## src/verilog/trig_gen_consts.vh

```
// Purpose: Constants for the timer conversion-start trigger generator
// Assumes: 32-bit register port, word offsets
// Notes:   Offsets, fields and reset values only
`ifndef TRIG_GEN_CONSTS_VH
`define TRIG_GEN_CONSTS_VH

// ==========================================================
// Register offsets
`define OFS_DIR_EN      8'h00
`define OFS_STATUS      8'h04
`define OFS_IRQ_STAT    8'h08
`define OFS_IRQ_MASK    8'h0C
`define OFS_BUF_CFG     8'h10
`define OFS_MON_CFG     8'h14
`define OFS_CMP_A       8'h18
`define OFS_BUF_A       8'h1C
`define OFS_BUF2_A      8'h20
`define OFS_CMP_B       8'h24
`define OFS_BUF_B       8'h28
`define OFS_BUF2_B      8'h2C

// ==========================================================
// Event bit positions (enables, status, irq)
`define EV_A_UP         0
`define EV_A_DOWN       1
`define EV_B_UP         2
`define EV_B_DOWN       3
`define EV_W            4

// ==========================================================
// Buffer configuration fields
`define BUF_DISABLE     0
`define BUF_A_DOUBLE    1
`define BUF_B_DOUBLE    2
`define BUF_TT_A_LSB    4
`define BUF_TT_B_LSB    6

// ==========================================================
// Monitor configuration fields
`define MON0_SEL_LSB    0
`define MON0_EN         2
`define MON1_SEL_LSB    4
`define MON1_EN         6

// ==========================================================
// Transfer timing codes
`define TT_NONE         2'h0
`define TT_ONE          2'h1
`define TT_TWO          2'h2
`define TT_BOTH         2'h3

// ==========================================================
// Reset values
`define RST_DIR_EN      4'h0
`define RST_BUF_CFG     8'h00
`define RST_MON_CFG     7'h00
`define RST_IRQ_MASK    4'h0

`endif

```

## src/verilog/pwm_timer_adc_trigger_gen.v

```verilog
// Purpose: Conversion-start trigger generator beside a PWM period counter
// Assumes: Counter, direction and wave events come from the timer, one clock
// Notes:   Trigger pulses leave through the event link toward the converter
//
// The address map and the plain strobed port were left to the implementer.
`timescale 1ns/1ns
`include "trig_gen_consts.vh"

// Operation
// RULE1: Request A on counter equal compare A, B on compare B, if direction enabled.
// RULE2: Counts 0..period-1 form up interval, period..1 form down interval.
// RULE3: Four direction enables, same meaning in triangle and sawtooth modes.
// RULE4: During event count operation no requests, enables ignored.
// RULE5: Request A sets down flag in down interval, up flag in up interval.
// RULE6: Software clears a flag by writing 0; stays zero until next request.
// RULE7: Buffer disable bit set stops all transfers into both compare registers.
// RULE8: Per register select: 0 single buffer, 1 double buffer chain.
// RULE9: Double buffer moves second to first and first to compare together.
// RULE10: Triangle modes timing: 00 none, 01 crest, 10 trough, 11 both.
// RULE11: Sawtooth modes: 00 none, 01 underflow, 10 overflow, 11 counter clear.
// RULE12: Monitor output rises on selected request, falls at end of cycle.
// RULE13: Monitor source: 00 A up, 01 A down, 10 B up, 11 B down.
// RULE14: Counter stopped, monitor outputs hold their level.
// RULE15: Monitor enable bit zero drives that output low.
// RULE16: Request at end of cycle wins, output stays high another cycle.
// RULE17: Monitor pin carries OR of all channels enabling it.
// RULE18: Requests go to the converter as event link start events.
// RULE19: Each request is a one-cycle pulse per qualifying match.
module pwm_timer_adc_trigger_gen #(
	parameter CW = 16
) (
	// Clock and reset
	input  wire          i_clk,
	input  wire          i_rst_n,
	// Register port
	input  wire [7:0]    i_addr,
	input  wire [31:0]   i_wdata,
	input  wire          i_wr,
	input  wire          i_rd,
	output reg  [31:0]   o_rdata,
	// Timer side
	input  wire [CW-1:0] i_period_counter,
	input  wire [CW-1:0] i_period_setting,
	input  wire          i_count_step,
	input  wire          i_count_up,
	input  wire          i_event_count,
	input  wire          i_sawtooth,
	input  wire          i_crest,
	input  wire          i_trough,
	input  wire          i_underflow,
	input  wire          i_overflow,
	input  wire          i_counter_clear,
	input  wire          i_cycle_end,
	// Monitor signals of other channels
	input  wire [1:0]    i_monitor_chain,
	// Trigger requests to the event link
	output reg           o_trig_a,
	output reg           o_trig_b,
	// Monitor pins and interrupt
	output reg  [1:0]    o_trigger_monitor_pin,
	output reg           o_irq
);

// ==========================================================
// Decode functions

// RULE10 crest trough
// RULE11 sawtooth points
function xfer_hit;
	input [1:0] tt;
	input       saw;
	input       crest;
	input       trough;
	input       under;
	input       over;
	input       clr;
	begin
		case (tt)
			`TT_ONE:  xfer_hit = saw ? under : crest;
			`TT_TWO:  xfer_hit = saw ? over : trough;
			`TT_BOTH: xfer_hit = saw ? clr : (crest | trough);
			default:  xfer_hit = 1'b0;
		endcase
	end
endfunction

// RULE13 source select
function mon_src;
	input [1:0]       sel;
	input [`EV_W-1:0] ev;
	begin
		case (sel)
			2'h0:    mon_src = ev[`EV_A_UP];
			2'h1:    mon_src = ev[`EV_A_DOWN];
			2'h2:    mon_src = ev[`EV_B_UP];
			2'h3:    mon_src = ev[`EV_B_DOWN];
			default: mon_src = 1'b0;
		endcase
	end
endfunction

// ==========================================================
// Registers

reg [`EV_W-1:0] dir_en;
reg [`EV_W-1:0] status;
reg [`EV_W-1:0] irq_stat;
reg [`EV_W-1:0] irq_mask;
reg [7:0]       buf_cfg;
reg [6:0]       mon_cfg;
reg [CW-1:0]    cmp_a;
reg [CW-1:0]    buf_a;
reg [CW-1:0]    buf2_a;
reg [CW-1:0]    cmp_b;
reg [CW-1:0]    buf_b;
reg [CW-1:0]    buf2_b;
reg [1:0]       mon_state;

wire wr_dir    = i_wr && (i_addr == `OFS_DIR_EN);
wire wr_status = i_wr && (i_addr == `OFS_STATUS);
wire wr_mask   = i_wr && (i_addr == `OFS_IRQ_MASK);
wire wr_buf    = i_wr && (i_addr == `OFS_BUF_CFG);
wire wr_mon    = i_wr && (i_addr == `OFS_MON_CFG);
wire wr_cmp_a  = i_wr && (i_addr == `OFS_CMP_A);
wire wr_buf_a  = i_wr && (i_addr == `OFS_BUF_A);
wire wr_buf2_a = i_wr && (i_addr == `OFS_BUF2_A);
wire wr_cmp_b  = i_wr && (i_addr == `OFS_CMP_B);
wire wr_buf_b  = i_wr && (i_addr == `OFS_BUF_B);
wire wr_buf2_b = i_wr && (i_addr == `OFS_BUF2_B);
wire rd_irq    = i_rd && (i_addr == `OFS_IRQ_STAT);

// ==========================================================
// Interval and match

// RULE2 interval split
// The crest value belongs to the down interval, zero to the up interval.
wire in_up = i_count_up ? (i_period_counter != i_period_setting)
                        : (i_period_counter == {CW{1'b0}});

// RULE1 compare match
// Matching only on a count step keeps one request per counter value.
wire match_a = i_count_step && (i_period_counter == cmp_a);
wire match_b = i_count_step && (i_period_counter == cmp_b);

reg [`EV_W-1:0] ev;

always @*
begin
	ev              = {`EV_W{1'b0}};
	ev[`EV_A_UP]    = match_a & in_up;
	ev[`EV_A_DOWN]  = match_a & ~in_up;
	ev[`EV_B_UP]    = match_b & in_up;
	ev[`EV_B_DOWN]  = match_b & ~in_up;
	// RULE3 direction enables
	ev              = ev & dir_en;
	// RULE4 event count blocks
	if (i_event_count)
		ev = {`EV_W{1'b0}};
end

// ==========================================================
// Buffer transfer

// RULE7 disable blocks all
wire buf_on = ~buf_cfg[`BUF_DISABLE];
wire xfer_a = buf_on & xfer_hit(buf_cfg[`BUF_TT_A_LSB +: 2], i_sawtooth, i_crest,
	i_trough, i_underflow, i_overflow, i_counter_clear);
wire xfer_b = buf_on & xfer_hit(buf_cfg[`BUF_TT_B_LSB +: 2], i_sawtooth, i_crest,
	i_trough, i_underflow, i_overflow, i_counter_clear);

always @(posedge i_clk)
begin
	if (!i_rst_n)
	begin
		cmp_a  <= {CW{1'b0}};
		buf_a  <= {CW{1'b0}};
		buf2_a <= {CW{1'b0}};
		cmp_b  <= {CW{1'b0}};
		buf_b  <= {CW{1'b0}};
		buf2_b <= {CW{1'b0}};
	end
	else
	begin
		// A software write to a stage wins over a transfer into it
		if (wr_buf2_a)
			buf2_a <= i_wdata[CW-1:0];
		if (wr_buf2_b)
			buf2_b <= i_wdata[CW-1:0];
		// RULE8 single or double
		// RULE9 chained move
		if (wr_buf_a)
			buf_a <= i_wdata[CW-1:0];
		else if (xfer_a && buf_cfg[`BUF_A_DOUBLE])
			buf_a <= buf2_a;
		if (wr_buf_b)
			buf_b <= i_wdata[CW-1:0];
		else if (xfer_b && buf_cfg[`BUF_B_DOUBLE])
			buf_b <= buf2_b;
		if (wr_cmp_a)
			cmp_a <= i_wdata[CW-1:0];
		else if (xfer_a)
			cmp_a <= buf_a;
		if (wr_cmp_b)
			cmp_b <= i_wdata[CW-1:0];
		else if (xfer_b)
			cmp_b <= buf_b;
	end
end

// ==========================================================
// Control registers and flags

always @(posedge i_clk)
begin
	if (!i_rst_n)
	begin
		dir_en   <= `RST_DIR_EN;
		buf_cfg  <= `RST_BUF_CFG;
		mon_cfg  <= `RST_MON_CFG;
		irq_mask <= `RST_IRQ_MASK;
		status   <= {`EV_W{1'b0}};
		irq_stat <= {`EV_W{1'b0}};
	end
	else
	begin
		if (wr_dir)
			dir_en <= i_wdata[`EV_W-1:0];
		if (wr_buf)
			buf_cfg <= i_wdata[7:0];
		if (wr_mon)
			mon_cfg <= i_wdata[6:0];
		if (wr_mask)
			irq_mask <= i_wdata[`EV_W-1:0];
		// RULE5 direction flags
		// RULE6 write zero clears
		// A request in the clearing cycle keeps its flag set.
		if (wr_status)
			status <= (status & i_wdata[`EV_W-1:0]) | ev;
		else
			status <= status | ev;
		if (rd_irq)
			irq_stat <= ev;
		else
			irq_stat <= irq_stat | ev;
	end
end

// ==========================================================
// Monitor outputs

reg [1:0] next_mon;
reg       src;
integer   k;

always @*
begin
	src      = 1'b0;
	next_mon = mon_state;
	for (k = 0; k < 2; k = k + 1)
	begin
		src = mon_src(mon_cfg[4*k +: 2], ev);
		// RULE15 disabled low
		if (!mon_cfg[4*k+2])
			next_mon[k] = 1'b0;
		// RULE16 rise wins
		else if (src)
			next_mon[k] = 1'b1;
		// RULE12 fall at cycle end
		// RULE14 hold when stopped
		else if (i_cycle_end)
			next_mon[k] = 1'b0;
	end
end

always @(posedge i_clk)
begin
	if (!i_rst_n)
	begin
		mon_state             <= 2'h0;
		o_trigger_monitor_pin <= 2'h0;
	end
	else
	begin
		mon_state             <= next_mon;
		// RULE17 channel OR
		o_trigger_monitor_pin <= next_mon | i_monitor_chain;
	end
end

// ==========================================================
// Trigger pulses and interrupt

always @(posedge i_clk)
begin
	if (!i_rst_n)
	begin
		o_trig_a <= 1'b0;
		o_trig_b <= 1'b0;
		o_irq    <= 1'b0;
	end
	else
	begin
		// RULE18 event link start
		// RULE19 single pulse
		o_trig_a <= ev[`EV_A_UP] | ev[`EV_A_DOWN];
		o_trig_b <= ev[`EV_B_UP] | ev[`EV_B_DOWN];
		o_irq    <= |((rd_irq ? ev : (irq_stat | ev)) & irq_mask);
	end
end

// ==========================================================
// Read port

always @(posedge i_clk)
begin
	if (!i_rst_n)
		o_rdata <= 32'h0;
	else if (i_rd)
	begin
		o_rdata <= 32'h0;
		case (i_addr)
			`OFS_DIR_EN:   o_rdata[`EV_W-1:0] <= dir_en;
			`OFS_STATUS:   o_rdata[`EV_W-1:0] <= status;
			`OFS_IRQ_STAT: o_rdata[`EV_W-1:0] <= irq_stat;
			`OFS_IRQ_MASK: o_rdata[`EV_W-1:0] <= irq_mask;
			`OFS_BUF_CFG:  o_rdata[7:0]       <= buf_cfg;
			`OFS_MON_CFG:  o_rdata[6:0]       <= mon_cfg;
			`OFS_CMP_A:    o_rdata[CW-1:0]    <= cmp_a;
			`OFS_BUF_A:    o_rdata[CW-1:0]    <= buf_a;
			`OFS_BUF2_A:   o_rdata[CW-1:0]    <= buf2_a;
			`OFS_CMP_B:    o_rdata[CW-1:0]    <= cmp_b;
			`OFS_BUF_B:    o_rdata[CW-1:0]    <= buf_b;
			`OFS_BUF2_B:   o_rdata[CW-1:0]    <= buf2_b;
			default:       o_rdata            <= 32'h0;
		endcase
	end
end

endmodule

```

## config.mk

```make
export PLATFORM = sky130hd
export DESIGN_NAME = pwm_timer_adc_trigger_gen
export DESIGN_NICKNAME = d
export VERILOG_FILES = /design/src/verilog/pwm_timer_adc_trigger_gen.v
export VERILOG_INCLUDE_DIRS = /design/src /design/src/verilog
export SDC_FILE = /design/constraint.sdc
export NUM_CORES = 1
export LEC_CHECK = 0
export BUFFER_PORTS_ARGS = -buffer_cell sky130_fd_sc_hd__buf_2
export CAP_MARGIN = 20
export CORE_AREA = 5 5 139 141
export CTS_CLUSTER_SIZE = 28
export DETAILED_ROUTE_END_ITERATION = 16
export DIE_AREA = 0 0 144 146
export HOLD_SLACK_MARGIN = 0.06
export PLACE_DENSITY = 0.65
export SYNTH_ARGS = -nofsm -noshare
export SYNTH_HDL_FRONTEND = slang
export SYNTH_SLANG_ARGS = --single-unit
```

## constraint.sdc

```tcl
create_clock -name i_clk -period 4.71 [get_ports i_clk]
set_input_delay 0.942 -clock i_clk [delete_from_list [all_inputs] [get_ports i_clk]]
set_output_delay 0.942 -clock i_clk [all_outputs]
set_load 0.01 [all_outputs]
```

==> impl_metrics.csv <==
group,metric,value,unit
floorplanning,core_area,17800,sq um
clock_network,clk_path_buf_depth,2,
pwr,vdd_drop_max,269,uV
timing,fin_worst_skew,13.8,ps
clock_network,cts_setup_buffers,0,
timing,period_needed,3070,ps
logic_synthesis,ys_seq_elements,150,
clock_network,cts_buffers,17,
placed_design,port_buffers,92,
pwr,p_total,2.92,mW
worst_setup_path,cp_max_fo,32,
pwr,internal_power,2.24,mW
pwr,comb_power_share,6.5,%
worst_setup_path,path_cells,"buf_2 > or4b_1 > nor2_8 > nand2_4 > o31ai_4 > buf_4 > nor2_1 > a311oi_2",
clock_network,cts.sinks,150,
timing,fmax,326,MHz
timing,hold_violations,0,
floorplanning,design.die.area,21000,sq um
timing,rsz0062_at_grt,"no",
logic_synthesis,yosysSeqAreaShare,38.1,%
placed_design,place_congestion,0.874,
run,maxCapViolCount,0,
final_layout,n_antenna_cell,0,
global_route,overflow,0,
timing,slew_violations,0,
pwr,seq_power_share,43.8,%
clock_network,clk_latency,440,ps
worst_setup_path,r2r_cells,6,
logic_synthesis,yosysUniqueCellTypes,56,
timing,setup_viol,0,
floorplanning,die_x,144,um
final_layout,nFillCells,1729,
final_layout,final_util,50.3,%
routing,wire_per_inst,20.6,um
timing,tns,0,ps
routing,ant_nets,0,
timing,tightest_slew,968,ps
global_route,grt_pass1_wl,40800,um
routing,wl,26600,um
logic_synthesis,synth_ff_type,"dfxtp_1",
min_path,hold_path_class,"reg -> reg",
logic_synthesis,synth_edf_count,0,
worst_setup_path,slowest_stage,"or4b_1",
pwr,p_sw_share,23.4,%
routing,drt_iter0_drc,1032,
timing,finalWorstSetupSlack,1640,ps
worst_setup_path,reg2reg_to,"o_trigger_monitor_pin[0]",
routing,vias,7834,
clock_network,post_cts_resized,0,
pwr,power_density,326,nW/um^2
clock_network,cts_tree,"yes",
timing,relSlewSlack,34.9,%
min_path,min_from,"mon_cfg[3]",
worst_setup_path,r2r_slack,2370,ps
routing,drc_errors,0,
clock_network,hold_buffers,0,
routing,firstDrtPassIters,6,
global_route,grt_pass1_vias,7157,
logic_synthesis,yosysWarnings,0,
min_path,hold_path_depth,2,
logic_synthesis,syn_area,7880,sq um
logic_synthesis,async_flop_share,0,%
worst_setup_path,r2r-start,"cmp_b[10]",
global_route,grt_util_all_layers,24.9,%
routing,vias_per_cell,6.08,
worst_setup_path,required,5050,ps
pwr,p_clk_share,49.8,%
outcome,outcome,"completed",
clock_network,clk_pin_slew_worst_paths,60,ps
worst_setup_path,slowest_delay,770,ps
worst_setup_path,critPathTopFamily,"simple AND/OR/NAND/NOR gates",
worst_setup_path,cp.buffers_inverters,2,
clock_network,root_buffer,"clkbuf_16",
worst_setup_path,arrival,3400,ps
global_route,grt_max_degree,80,
floorplanning,row_count,49,
worst_setup_path,crit_type,"in -> reg",
min_path,whs_endpoint,"mon_cfg[3]",
worst_setup_path,cp-start-kind,"input port",
logic_synthesis,synthCells,993,
worst_setup_path,worst_setup_path_end_kind,"flip-flop",
timing,finalCritPeriodShare,65.1,%
floorplanning,fp.dieH,146,um
final_layout,layout.nets,1134,
floorplanning,num_io_pins,125,
final_layout,syn_to_final_growth,13.9,%
pwr,leakagePower,2.99,nW
placed_design,dpl.hpwl,18000,um
final_layout,drive_gt1_share,16.6,%
placed_design,dpl_worst_slack,1250,ps
clock_network,h-tree-depth,4,
pwr,power_switching,684,uW
floorplanning,start_util,44.2,%
global_route,antenna_found_initial,0,
logic_synthesis,avgSynthCellArea,7.93,sq um
## cell usage after synthesis (3+ instances only)
master / instances / area (sq um)
a31oi_1: 4 / 25.0
a21oi_1: 80 / 400
inv_1: 16 / 60.1
dfxtp_1: 150 / 3000
a22oi_1: 23 / 173
nor2_1: 85 / 319
or4_1: 5 / 37.5
a311oi_1: 54 / 473
xor2_1: 10 / 87.6
nor3_1: 7 / 35.0
nand4_1: 14 / 87.6
clkbuf_1: 44 / 165
nor2b_1: 5 / 31.3
buf_2: 22 / 110
a311oi_2: 10 / 150
mux2_2: 4 / 45.0
o21ai_0: 57 / 285
a41oi_1: 4 / 35.0
xnor2_1: 32 / 280
nor2_4: 4 / 45.0
and3_1: 3 / 18.8
mux2i_1: 10 / 100
nand3_1: 76 / 380
nand2_1: 169 / 634
a221oi_1: 11 / 96.3
nor4_1: 9 / 56.3
nand2b_1: 9 / 56.3
a222oi_1: 13 / 130
buf_6: 4 / 45.0
buf_4: 22 / 165
## worst register-to-register path: stages (launching register included)
cell and delay, ps:
dfxtp_1 370, xor2_1 180, a2111oi_0 810, nand4_1 250, nor4_1 260, o211ai_1 170, a41oi_1 230
## layer usage
layer  track usage [%]  routed length [um]  vias up
met5                 0                   0        -
met4              8.00                 561        0
met3              5.65                2460       53
met2              38.3               12000      369
met1              34.5               11600     3718
li1                  -                   -     3694
## metrics by stage
stage | cell area (sq um) | hold slack, ps | cells
6_report | 8970 | 461 | 1288
5_1_grt | 8970 | 488 | 1288
4_1_cts | 8970 | 459 | 1288
3_5_place_dp | 8350 | 450 | 1256
3_3_place_gp | 8350 | 447 | 1256
2_1_floorplan | 7930 | 436 | 1008
## final cells by class
type | instances | area (sq um) | area share, %
well taps | 229 | 287 | 3.19
repair buffers | 113 | 618 | 6.89
clock buffers | 20 | 447 | 4.98
multi-input cells | 747 | 4370 | 48.8
flip-flops and latches | 150 | 3000 | 33.5
inverters | 17 | 66.3 | 0.739
clock inverters | 12 | 176 | 1.97
## state kept, by name, summed over array words and instances, names as in the netlist, 7 cells and up
name,count
buf_a,16
cmp_a,16
cmp_b,16
mon_cfg,7
buf2_a,16
buf_cfg,8
o_rdata,16
buf_b,16
buf2_b,16
## power by group through the flow
stage,Combinational (mW),Clock [mW],Sequential (mW)
after floorplan,0.111,0,1.31
after global placement,0.185,0,1.31
after detailed placement,0.186,0,1.31
after CTS,0.186,1.46,1.28
after global routing,0.203,1.52,1.28
final,0.188,1.45,1.28
## cells in the final DEF, fill, tap and decap left out, types with 3 or more instances in the layout
cell type / n
nand2_1: 169
dfxtp_1: 150
buf_2: 92
nor2_1: 85
a21oi_1: 80
nand3_1: 76
o21ai_0: 57
a311oi_1: 54
xnor2_1: 32
a22oi_1: 23
buf_4: 21
clkbuf_16: 17
inv_1: 16
conb_1: 16
nand4_1: 14
a222oi_1: 13
a221oi_1: 11
xor2_1: 10
mux2i_1: 10
a311oi_2: 10
nor4_1: 9
nand2b_1: 9
nor3_1: 7
or4_1: 5
nor2b_1: 5
a41oi_1: 4
a31oi_1: 4
nor2_4: 4
mux2_2: 4
bufinv_16: 4
and3_1: 3
clkinv_2: 3
## how the worst max path moves through the flow
stage / startpoint / endpoint / slack [ps] / cells past startpoint
floorplan: i_addr[2] / buf_b[10] / 2180 / 7
global placement: i_addr[4] / buf_b[10] / 1310 / 8
detailed placement: i_addr[4] / buf_b[15] / 1250 / 8
CTS: i_addr[4] / buf_b[15] / 1700 / 8
global route: i_addr[4] / buf_b[15] / 1540 / 8
finish: i_addr[4] / buf_b[15] / 1640 / 8
## kinds of logic after synthesis
| logic type | count (synthesis) | synth area share (%) |
|---|---|---|
| and+or+nand+nor | 401 | 23.4 |
| xor gates and xnor gates | 42 | 4.67 |
| muxes | 14 | 1.84 |
| buffers and inverters | 111 | 7.07 |
| AOI/OAI and AO/OA | 274 | 24.8 |
| DFF | 150 | 38.1 |
| other | 1 | 0.0476 |
(Power assumes the default switching activity.)
